===== config.mk =====
export PLATFORM = sky130hd
export DESIGN_NAME = dual_uart_regs
export DESIGN_NICKNAME = d
export VERILOG_FILES = /design/src/channel_regs.v /design/src/dual_uart_regs.v
export VERILOG_INCLUDE_DIRS = /design/src
export SDC_FILE = /design/constraint.sdc
export NUM_CORES = 1
export LEC_CHECK = 0
export ABC_AREA = 1
export BUFFER_PORTS_ARGS = -buffer_cell sky130_fd_sc_hd__buf_2
export CORE_MARGIN = 2
export CORE_UTILIZATION = 23
export CTS_BUF_LIST = sky130_fd_sc_hd__clkbuf_16
export DETAILED_ROUTE_END_ITERATION = 7
export PLACE_DENSITY = 0.44
export SYNTH_ARGS = -nofsm -noshare
export SYNTH_HDL_FRONTEND = slang
export SYNTH_SLANG_ARGS = --single-unit
export TNS_END_PERCENT = 10

===== constraint.sdc =====
create_clock -name sys_clk -period 1.82 [get_ports sys_clk]
set_input_delay 0.182 -clock sys_clk [delete_from_list [all_inputs] [get_ports sys_clk]]
set_output_delay 0.182 -clock sys_clk [all_outputs]
set_load 0.01 [all_outputs]

===== src/regmap_defines.vh =====
`ifndef REGMAP_DEFINES_VH
`define REGMAP_DEFINES_VH
// Register addresses on the three address lines
`define ADDR_DATA 3'h0
`define ADDR_MASK 3'h1
`define ADDR_SRC 3'h2
`define ADDR_LINE 3'h3
`define ADDR_MODEM 3'h4
`define ADDR_LSTAT 3'h5
`define ADDR_MSTAT 3'h6
`define ADDR_TOP 3'h7
// Line control value that opens the enhanced set
`define ENHANCED_KEY 8'hbf
// Field positions
`define LINE_DIV_BIT 7
`define EFN_EXT_BIT 4
`define FEAT_SWAP_BIT 6
`define FIFO_EN_BIT 0
`define FIFO_RXRST_BIT 1
`define FIFO_TXRST_BIT 2
// Extended bit masks, usable only while the enhanced-function bit is set
`define MASK_EXT 8'hf0
`define FIFO_CTL_EXT 8'h30
`define MODEM_EXT 8'he0
`define SRC_EXT 8'h30
// Reset values
`define RST_BYTE 8'h00
`define RST_LINE 8'h00
`define RST_SRC_IDLE 8'h01
`endif


===== src/channel_regs.v =====
`include "regmap_defines.vh"
// One channel's register set and decoder
module channel_regs #(
    parameter [7:0] REV_CODE = 8'h01, // Arbitrary value
    parameter [7:0] ID_CODE = 8'h0a // Arbitrary value
) (
    input wire sys_clk,
    input wire rst_b,
    input wire sel, // Channel chosen this cycle
    input wire wr_stb, // One-cycle write strobe
    input wire [2:0] addr,
    input wire [7:0] wdata,
    input wire [7:0] rx_data, // Receive holding value
    input wire [7:0] line_stat, // Line status from the datapath
    input wire [7:0] modem_stat, // Modem status from the datapath
    input wire [7:0] src_code, // Interrupt source code
    input wire [7:0] fifo_count, // Level count for readback
    output reg [7:0] rdata_next, // Combinational read data
    output reg tx_load, // Transmit holding written
    output reg [7:0] tx_data,
    output reg rx_fifo_clear,
    output reg tx_fifo_clear,
    output wire [7:0] line_q,
    output wire [7:0] modem_q,
    output wire [7:0] efn_q,
    output wire [7:0] feat_q,
    output wire [7:0] emode_q
);
    // *****************************
    // Storage
    // *****************************
    reg [7:0] dll_reg, dlh_reg, mask_reg, fctl_reg, line_reg, modem_reg, scratch_reg;
    reg [7:0] trig_reg, feat_reg, efn_reg, emode_reg;
    reg [7:0] ch_reg [0:3]; // Two resume then two pause characters
    wire enh = (line_reg == `ENHANCED_KEY);
    wire div = line_reg[`LINE_DIV_BIT] & ~enh;
    wire ext = efn_reg[`EFN_EXT_BIT];
    wire swap = feat_reg[`FEAT_SWAP_BIT];
    wire id_mode = div && (dll_reg == 8'h00) && (dlh_reg == 8'h00);
    wire we = sel & wr_stb;
    assign line_q = line_reg;
    assign modem_q = modem_reg;
    assign efn_q = efn_reg;
    assign feat_q = feat_reg;
    assign emode_q = emode_reg;

    // Keep extended bits clear unless unlocked
    function [7:0] gate;
        input [7:0] v;
        input [7:0] m;
        begin
            gate = ext ? v : (v & ~m);
        end
    endfunction
    // Source code with locked bits cleared; only the low six bits are used
    wire [7:0] src_gated = gate(src_code, `SRC_EXT);

    // *****************************
    // Read decode
    // *****************************
    always @* begin
        rdata_next = 8'h00;
        case (addr)
            `ADDR_DATA: begin
                if (enh) rdata_next = fifo_count;
                else if (id_mode) rdata_next = REV_CODE;
                else if (div) rdata_next = dll_reg;
                else rdata_next = rx_data;
            end
            `ADDR_MASK: begin
                if (enh) rdata_next = feat_reg;
                else if (id_mode) rdata_next = ID_CODE;
                else if (div) rdata_next = dlh_reg;
                else rdata_next = gate(mask_reg, `MASK_EXT);
            end
            `ADDR_SRC: begin
                if (enh) rdata_next = efn_reg;
                else rdata_next = {{2{fctl_reg[`FIFO_EN_BIT]}}, src_gated[5:0]};
            end
            `ADDR_LINE: rdata_next = line_reg;
            `ADDR_MODEM: rdata_next = enh ? ch_reg[0] : gate(modem_reg, `MODEM_EXT);
            `ADDR_LSTAT: rdata_next = enh ? ch_reg[1] : line_stat;
            `ADDR_MSTAT: rdata_next = enh ? ch_reg[2] : modem_stat;
            `ADDR_TOP: begin
                if (enh) rdata_next = ch_reg[3];
                else if (swap) rdata_next = fifo_count;
                else rdata_next = scratch_reg;
            end
            default: rdata_next = 8'h00;
        endcase
    end

    // *****************************
    // Write decode
    // *****************************
    always @(posedge sys_clk or negedge rst_b) begin
        if (!rst_b) begin
            dll_reg <= `RST_BYTE;
            dlh_reg <= `RST_BYTE;
            mask_reg <= `RST_BYTE;
            fctl_reg <= `RST_BYTE;
            line_reg <= `RST_LINE;
            modem_reg <= `RST_BYTE;
            scratch_reg <= `RST_BYTE;
            trig_reg <= `RST_BYTE;
            feat_reg <= `RST_BYTE;
            efn_reg <= `RST_BYTE;
            emode_reg <= `RST_BYTE;
            ch_reg[0] <= `RST_BYTE;
            ch_reg[1] <= `RST_BYTE;
            ch_reg[2] <= `RST_BYTE;
            ch_reg[3] <= `RST_BYTE;
            tx_load <= 1'b0;
            tx_data <= `RST_BYTE;
            rx_fifo_clear <= 1'b0;
            tx_fifo_clear <= 1'b0;
        end else begin
            // Strobes last one cycle
            tx_load <= 1'b0;
            rx_fifo_clear <= 1'b0;
            tx_fifo_clear <= 1'b0;
            if (we) begin
                case (addr)
                    `ADDR_DATA: begin
                        if (enh) trig_reg <= wdata;
                        else if (div) dll_reg <= wdata;
                        else begin
                            tx_load <= 1'b1;
                            tx_data <= wdata;
                        end
                    end
                    `ADDR_MASK: begin
                        if (enh) feat_reg <= wdata;
                        else if (div) dlh_reg <= wdata;
                        else mask_reg <= ext ? wdata : ((wdata & ~`MASK_EXT) | (mask_reg & `MASK_EXT));
                    end
                    `ADDR_SRC: begin
                        if (enh) efn_reg <= wdata;
                        else begin
                            // Reset bits self-clear and are not stored
                            fctl_reg <= (ext ? wdata : ((wdata & ~`FIFO_CTL_EXT) | (fctl_reg & `FIFO_CTL_EXT)))
                                & 8'hf9;
                            rx_fifo_clear <= wdata[`FIFO_RXRST_BIT];
                            tx_fifo_clear <= wdata[`FIFO_TXRST_BIT];
                        end
                    end
                    `ADDR_LINE: line_reg <= wdata;
                    `ADDR_MODEM: begin
                        if (enh) ch_reg[0] <= wdata;
                        else modem_reg <= ext ? wdata : ((wdata & ~`MODEM_EXT) | (modem_reg & `MODEM_EXT));
                    end
                    `ADDR_LSTAT: if (enh) ch_reg[1] <= wdata;
                    `ADDR_MSTAT: if (enh) ch_reg[2] <= wdata;
                    `ADDR_TOP: begin
                        if (enh) ch_reg[3] <= wdata;
                        else if (swap) emode_reg <= wdata;
                        else scratch_reg <= wdata;
                    end
                    default: ;
                endcase
            end
        end
    end
endmodule


===== src/dual_uart_regs.v =====
`include "regmap_defines.vh"
module dual_uart_regs #(
    parameter [7:0] REV_CODE = 8'h01, // Arbitrary value
    parameter [7:0] ID_CODE = 8'h0a // Arbitrary value
) (
    input wire sys_clk,
    input wire rst_b,
    input wire channel_a_select_n, // Pin, synchronised
    input wire channel_b_select_n,
    input wire read_n, // Read strobe pin
    input wire write_n, // Write strobe pin
    input wire [2:0] addr, // Pins, synchronised
    input wire [7:0] data_in, // Data bus in
    output reg [7:0] data_out,
    output reg data_oe, // High while driving the bus
    input wire [7:0] rx_data_a,
    input wire [7:0] rx_data_b,
    input wire [7:0] line_stat_a,
    input wire [7:0] line_stat_b,
    input wire [7:0] modem_stat_a,
    input wire [7:0] modem_stat_b,
    input wire [7:0] src_code_a,
    input wire [7:0] src_code_b,
    input wire [7:0] fifo_count_a,
    input wire [7:0] fifo_count_b,
    output reg tx_load_a,
    output reg tx_load_b,
    output reg [7:0] tx_data_a,
    output reg [7:0] tx_data_b,
    output reg [7:0] line_control_a,
    output reg [7:0] line_control_b,
    output reg [7:0] modem_control_a,
    output reg [7:0] modem_control_b
);
    // *****************************
    // Pin synchronisers
    // *****************************
    reg [13:0] s1_reg, s2_reg; // First stage read only by second
    reg wr_d_reg; // Previous write strobe level
    always @(posedge sys_clk or negedge rst_b) begin
        if (!rst_b) begin
            s1_reg <= 14'h3fff;
            s2_reg <= 14'h3fff;
            wr_d_reg <= 1'b0;
        end else begin
            s1_reg <= {channel_a_select_n, channel_b_select_n, read_n, write_n, addr, 7'h00} | 14'h0000;
            s2_reg <= s1_reg;
            wr_d_reg <= ~s2_reg[10];
        end
    end
    reg [7:0] d1_reg, d2_reg; // Data bus synchroniser
    always @(posedge sys_clk or negedge rst_b) begin
        if (!rst_b) begin
            d1_reg <= 8'h00;
            d2_reg <= 8'h00;
        end else begin
            d1_reg <= data_in;
            d2_reg <= d1_reg;
        end
    end
    wire sel_a = ~s2_reg[13];
    wire sel_b = ~s2_reg[12] & s2_reg[13]; // A wins if both asserted
    wire rd = ~s2_reg[11];
    wire wr_lvl = ~s2_reg[10];
    // Write takes effect at the strobe's trailing edge, data settled by then
    wire wr_stb = wr_d_reg & ~wr_lvl;
    reg sel_a_q_reg, sel_b_q_reg; // Selects held from the strobe's active phase
    reg [2:0] addr_q_reg;
    always @(posedge sys_clk or negedge rst_b) begin
        if (!rst_b) begin
            sel_a_q_reg <= 1'b0;
            sel_b_q_reg <= 1'b0;
            addr_q_reg <= 3'h0;
        end else if (wr_lvl) begin
            sel_a_q_reg <= sel_a;
            sel_b_q_reg <= sel_b;
            addr_q_reg <= s2_reg[9:7];
        end
    end
    wire [2:0] a_use = wr_stb ? addr_q_reg : s2_reg[9:7];

    // *****************************
    // Channels
    // *****************************
    wire [7:0] rd_a, rd_b, lq_a, lq_b, mq_a, mq_b;
    wire ld_a, ld_b;
    wire [7:0] td_a, td_b;
    channel_regs #(.REV_CODE(REV_CODE), .ID_CODE(ID_CODE)) u_ch_a (
        .sys_clk(sys_clk), .rst_b(rst_b), .sel(sel_a_q_reg), .wr_stb(wr_stb), .addr(a_use),
        .wdata(d2_reg), .rx_data(rx_data_a), .line_stat(line_stat_a), .modem_stat(modem_stat_a),
        .src_code(src_code_a), .fifo_count(fifo_count_a), .rdata_next(rd_a), .tx_load(ld_a),
        .tx_data(td_a), .rx_fifo_clear(), .tx_fifo_clear(), .line_q(lq_a), .modem_q(mq_a),
        .efn_q(), .feat_q(), .emode_q()
    );
    channel_regs #(.REV_CODE(REV_CODE), .ID_CODE(ID_CODE)) u_ch_b (
        .sys_clk(sys_clk), .rst_b(rst_b), .sel(sel_b_q_reg), .wr_stb(wr_stb), .addr(a_use),
        .wdata(d2_reg), .rx_data(rx_data_b), .line_stat(line_stat_b), .modem_stat(modem_stat_b),
        .src_code(src_code_b), .fifo_count(fifo_count_b), .rdata_next(rd_b), .tx_load(ld_b),
        .tx_data(td_b), .rx_fifo_clear(), .tx_fifo_clear(), .line_q(lq_b), .modem_q(mq_b),
        .efn_q(), .feat_q(), .emode_q()
    );

    // *****************************
    // Registered outputs
    // *****************************
    always @(posedge sys_clk or negedge rst_b) begin
        if (!rst_b) begin
            data_out <= 8'h00;
            data_oe <= 1'b0;
            tx_load_a <= 1'b0;
            tx_load_b <= 1'b0;
            tx_data_a <= 8'h00;
            tx_data_b <= 8'h00;
            line_control_a <= `RST_LINE;
            line_control_b <= `RST_LINE;
            modem_control_a <= 8'h00;
            modem_control_b <= 8'h00;
        end else begin
            data_oe <= rd & (sel_a | sel_b);
            data_out <= sel_a ? rd_a : (sel_b ? rd_b : 8'h00);
            tx_load_a <= ld_a;
            tx_load_b <= ld_b;
            tx_data_a <= td_a;
            tx_data_b <= td_b;
            line_control_a <= lq_a;
            line_control_b <= lq_b;
            modem_control_a <= mq_a;
            modem_control_b <= mq_b;
        end
    end
endmodule


==> flow_metrics.env <==
export IMPL_h_tree_depth=2
export IMPL_max_stage_delay_ns=0.57
export IMPL_wl_per_cell_microns=18.18
export IMPL_maxCapViolations=0
export IMPL_place_congestion=0.8404
export IMPL_crit_chain="nand2_4, nand2_1, nand2_2, nand2_2, inv_2, nand2_4, buf_4, nand2_1, nor2_2, nand3_1, nand2_1, nand2_1"
export IMPL_finalHoldViolations=0
export IMPL_start_kind="flop"
export IMPL_finalPower_uw=18470
export IMPL_clockBufferDepth=3
export IMPL_worst_setup_path_type="flop to flop"
export IMPL_core_area_sq_um=58690
export IMPL_syn_num_nets=1777
export IMPL_clk_pin_slew_ns=0.06
export IMPL_ir_worst_vdd_uv=620.5
export IMPL_crit_top_cell="nand2_1"
export IMPL_drive_gt1_share_pct=22.85
export IMPL_ys_seq_elements=307
export IMPL_ys_seq_area_share_pct=56.64
export IMPL_grt_pass1_vias=11990
export IMPL_ios=156
export IMPL_p_leak_uw=0.009183
export IMPL_die_y_microns=247.1
export IMPL_min_period_ns=1.938
export IMPL_crit_path_end_kind="flop"
export IMPL_route_detailed_drc=0
export IMPL_cts_tree="yes"
export IMPL_violations="negative setup slack"
export IMPL_layout_common_cells="nand2_1 (708), dfrtp_1 (293), o21ai_0 (180), buf_2 (150), buf_4 (91)"
export IMPL_final_common_cell="nand2_1"
export IMPL_port_buffers=151
export IMPL_rows=89
export IMPL_crit_path_start="s2_reg[10]$_DFF_PN1_"
export IMPL_crit_fanout=8
export IMPL_finalMaxSlewViolations=0
export IMPL_timing_final_crit_share_pct=106.5
export IMPL_fp_dieW_microns=247.1
export IMPL_synth_edf_count=0
export IMPL_timing_rr_start="s2_reg[10]$_DFF_PN1_"
export IMPL_crit_buf_inv=2
export IMPL_netlist_instances=1680
export IMPL_synth_area_sq_um=13600
export IMPL_synth_flop_cell="dfrtp_1"
export IMPL_worst_pin_slew_ns=0.6382
export IMPL_first_iter_violations=990
export IMPL_rsz0062_at_grt="yes"
export IMPL_track_usage_pct=16.47
export IMPL_skew_ns=0.02431
export IMPL_syn_area_per_cell_sq_um=8.093
export IMPL_die_area_sq_um=61070
export IMPL_dpl_cell_count=2654
export IMPL_outcome="finished with violations"
export IMPL_power_density_nw_per_um2=1015
export IMPL_antenna_found_initial=2
export IMPL_grt_pass1_wl_mm=74.87
export IMPL_viasPerCell=4.373
export IMPL_ys_async_sr_fraction_pct=100.0
export IMPL_floorplan_initialDensity_pct=23.17
export IMPL_postRouteAntennaNets=0
export IMPL_grt_max_degree=61
export IMPL_setup_violations=50
export IMPL_dp_hpwl_mm=35.34
export IMPL_insertion_delay_ns=0.57
export IMPL_grt_overflow=0
export IMPL_clock_sinks=307
export IMPL_slew_headroom_pct=57.46
export IMPL_arrival_ns=2.39
export IMPL_place_area_sq_um=16310
export IMPL_cp_top_family="simple AND/OR/NAND/NOR gates"
export IMPL_synth_distinct_cells=31
export IMPL_wirelength_mm=49.94
export IMPL_stdcell_area_sq_um=18200
export IMPL_final_cells=2747
export IMPL_hp_start="fifo_count_a[3]"
export IMPL_n_antenna_cell=0
export IMPL_yosysWarnings=0
export IMPL_fin_nets=2040
export IMPL_crit_required_ns=2.27
export IMPL_numCtsBuffers=39
export IMPL_slowest_stage="dfstp_2"
export IMPL_clk_root_buffer_cell="clkbuf_16"
export IMPL_fmax_mhz=516.0
export IMPL_area_growth_synth_to_final_pct=33.83
export IMPL_fin_ws_ns=-0.1181
export IMPL_vias=12010
export IMPL_hold_path_class="input port to flop"
export IMPL_dr_pass1_iters=5
==> cell families (layout without fill, tap and decap cells) <==
kind of cell / count (synthesis) / count (layout) / synth area share (%)
buffers and inverters: 169 / 463 / 5.347
and+or+nand+nor: 918 / 918 / 27.22
DFF: 307 / 307 / 56.64
AOI/OAI and AO/OA: 286 / 286 / 10.80
==> routing by layer <==
metal,GRT usage [%],part of all wire (%),up-vias
met2,26.13,46,308
li1,-,-,5872
met5,0,0,-
met3,2.735,4.7,68
met4,5.032,2.6,0
met1,22.87,46,5766
==> power by group <==
part	switching [uW]	internal (uW)
Combinational	1650	1020
Sequential	335	7440
Clock	3150	4860
==> final cells by class <==
type	count	area [sq um]
Clock buffer	40	1001
Inverter	80	314.1
Tap cell	773	967.2
Sequential cell	307	7700
Fill cell	6261	40490
Multi-Input combinational cell	1204	5414
Clock inverter	32	325.3
Timing Repair Buffer	311	2474
==> repair_timing <==
| action | 4_1_cts | 5_1_grt |
|---|---|---|
| cloned | 0 | 1 |
| endpoints found under the setup margin | 180 | 218 |
| setup buffers | 3 | 1 |
| pin swaps | 6 | 4 |
| hold endpoints to repair | 62 | 0 |
| resized for setup | 51 | 58 |
| hold buffers | 16 | 0 |
==> synth_stat cells (2+ instances only) <==
cell type    n  area share, %
nand2_1    729             20
dfrtp_1    293             54
o21ai_0    195            7.2
nand3_1     81            3.0
inv_1       76            2.1
nor2_1      71            2.0
a21oi_1     57            2.1
buf_2       44            1.6
clkbuf_1    35           0.97
o21ai_1     21           0.77
dfstp_2     14            2.7
nor2_2       9           0.41
o211ai_1     8           0.44
buf_4        6           0.33
nand2_2      6           0.28
nand4_1      4           0.18
nor2_4       4           0.33
or2_2        4           0.18
nand2_4      3           0.25
a31oi_1      2          0.092
buf_1        2          0.055
buf_6        2           0.17
clkinv_1     2          0.055
inv_2        2          0.055
nand3_2      2           0.15
nor3_2       2           0.15
o22ai_1      2          0.092
==> worst min-delay path: stages <==
cell and delay, ns:
buf_2 0.13, a21oi_1 0.08, a21oi_1 0.13, nand2_1 0.06, nand2_1 0.05
==> through the flow <==
step	util [%]	setup slack, ns	hold slack, ns	TNS, ns
2_1_floorplan	-	0.007961	-0.1136	0
3_3_place_gp	27.79	-0.2113	0.1905	-3.902
3_5_place_dp	27.79	-0.2452	0.1929	-10.27
4_1_cts	30.64	-0.09913	0.08622	-2.519
5_1_grt	31.00	-0.2330	0.1285	-19.48
6_report	31.00	-0.1181	0.09941	-1.610
==> final timing paths <==
check,endpoint,slack [ns],cells after the start
max,data_out[0]$_DFF_PN0_,-0.12,12
min,data_out[3]$_DFF_PN0_,0.1,5
max reg2reg,data_out[0]$_DFF_PN0_,-0.12,12
min reg2reg,tx_load_a$_DFF_PN0_,0.35,0
max in group asynchronous,s2_reg[13]$_DFF_PN1_,0.91,3
min in group asynchronous,u_ch_a.tx_data[0]$_DFFE_PN0P_,0.16,2
No activity file was read; power rests on OpenSTA's default activity.
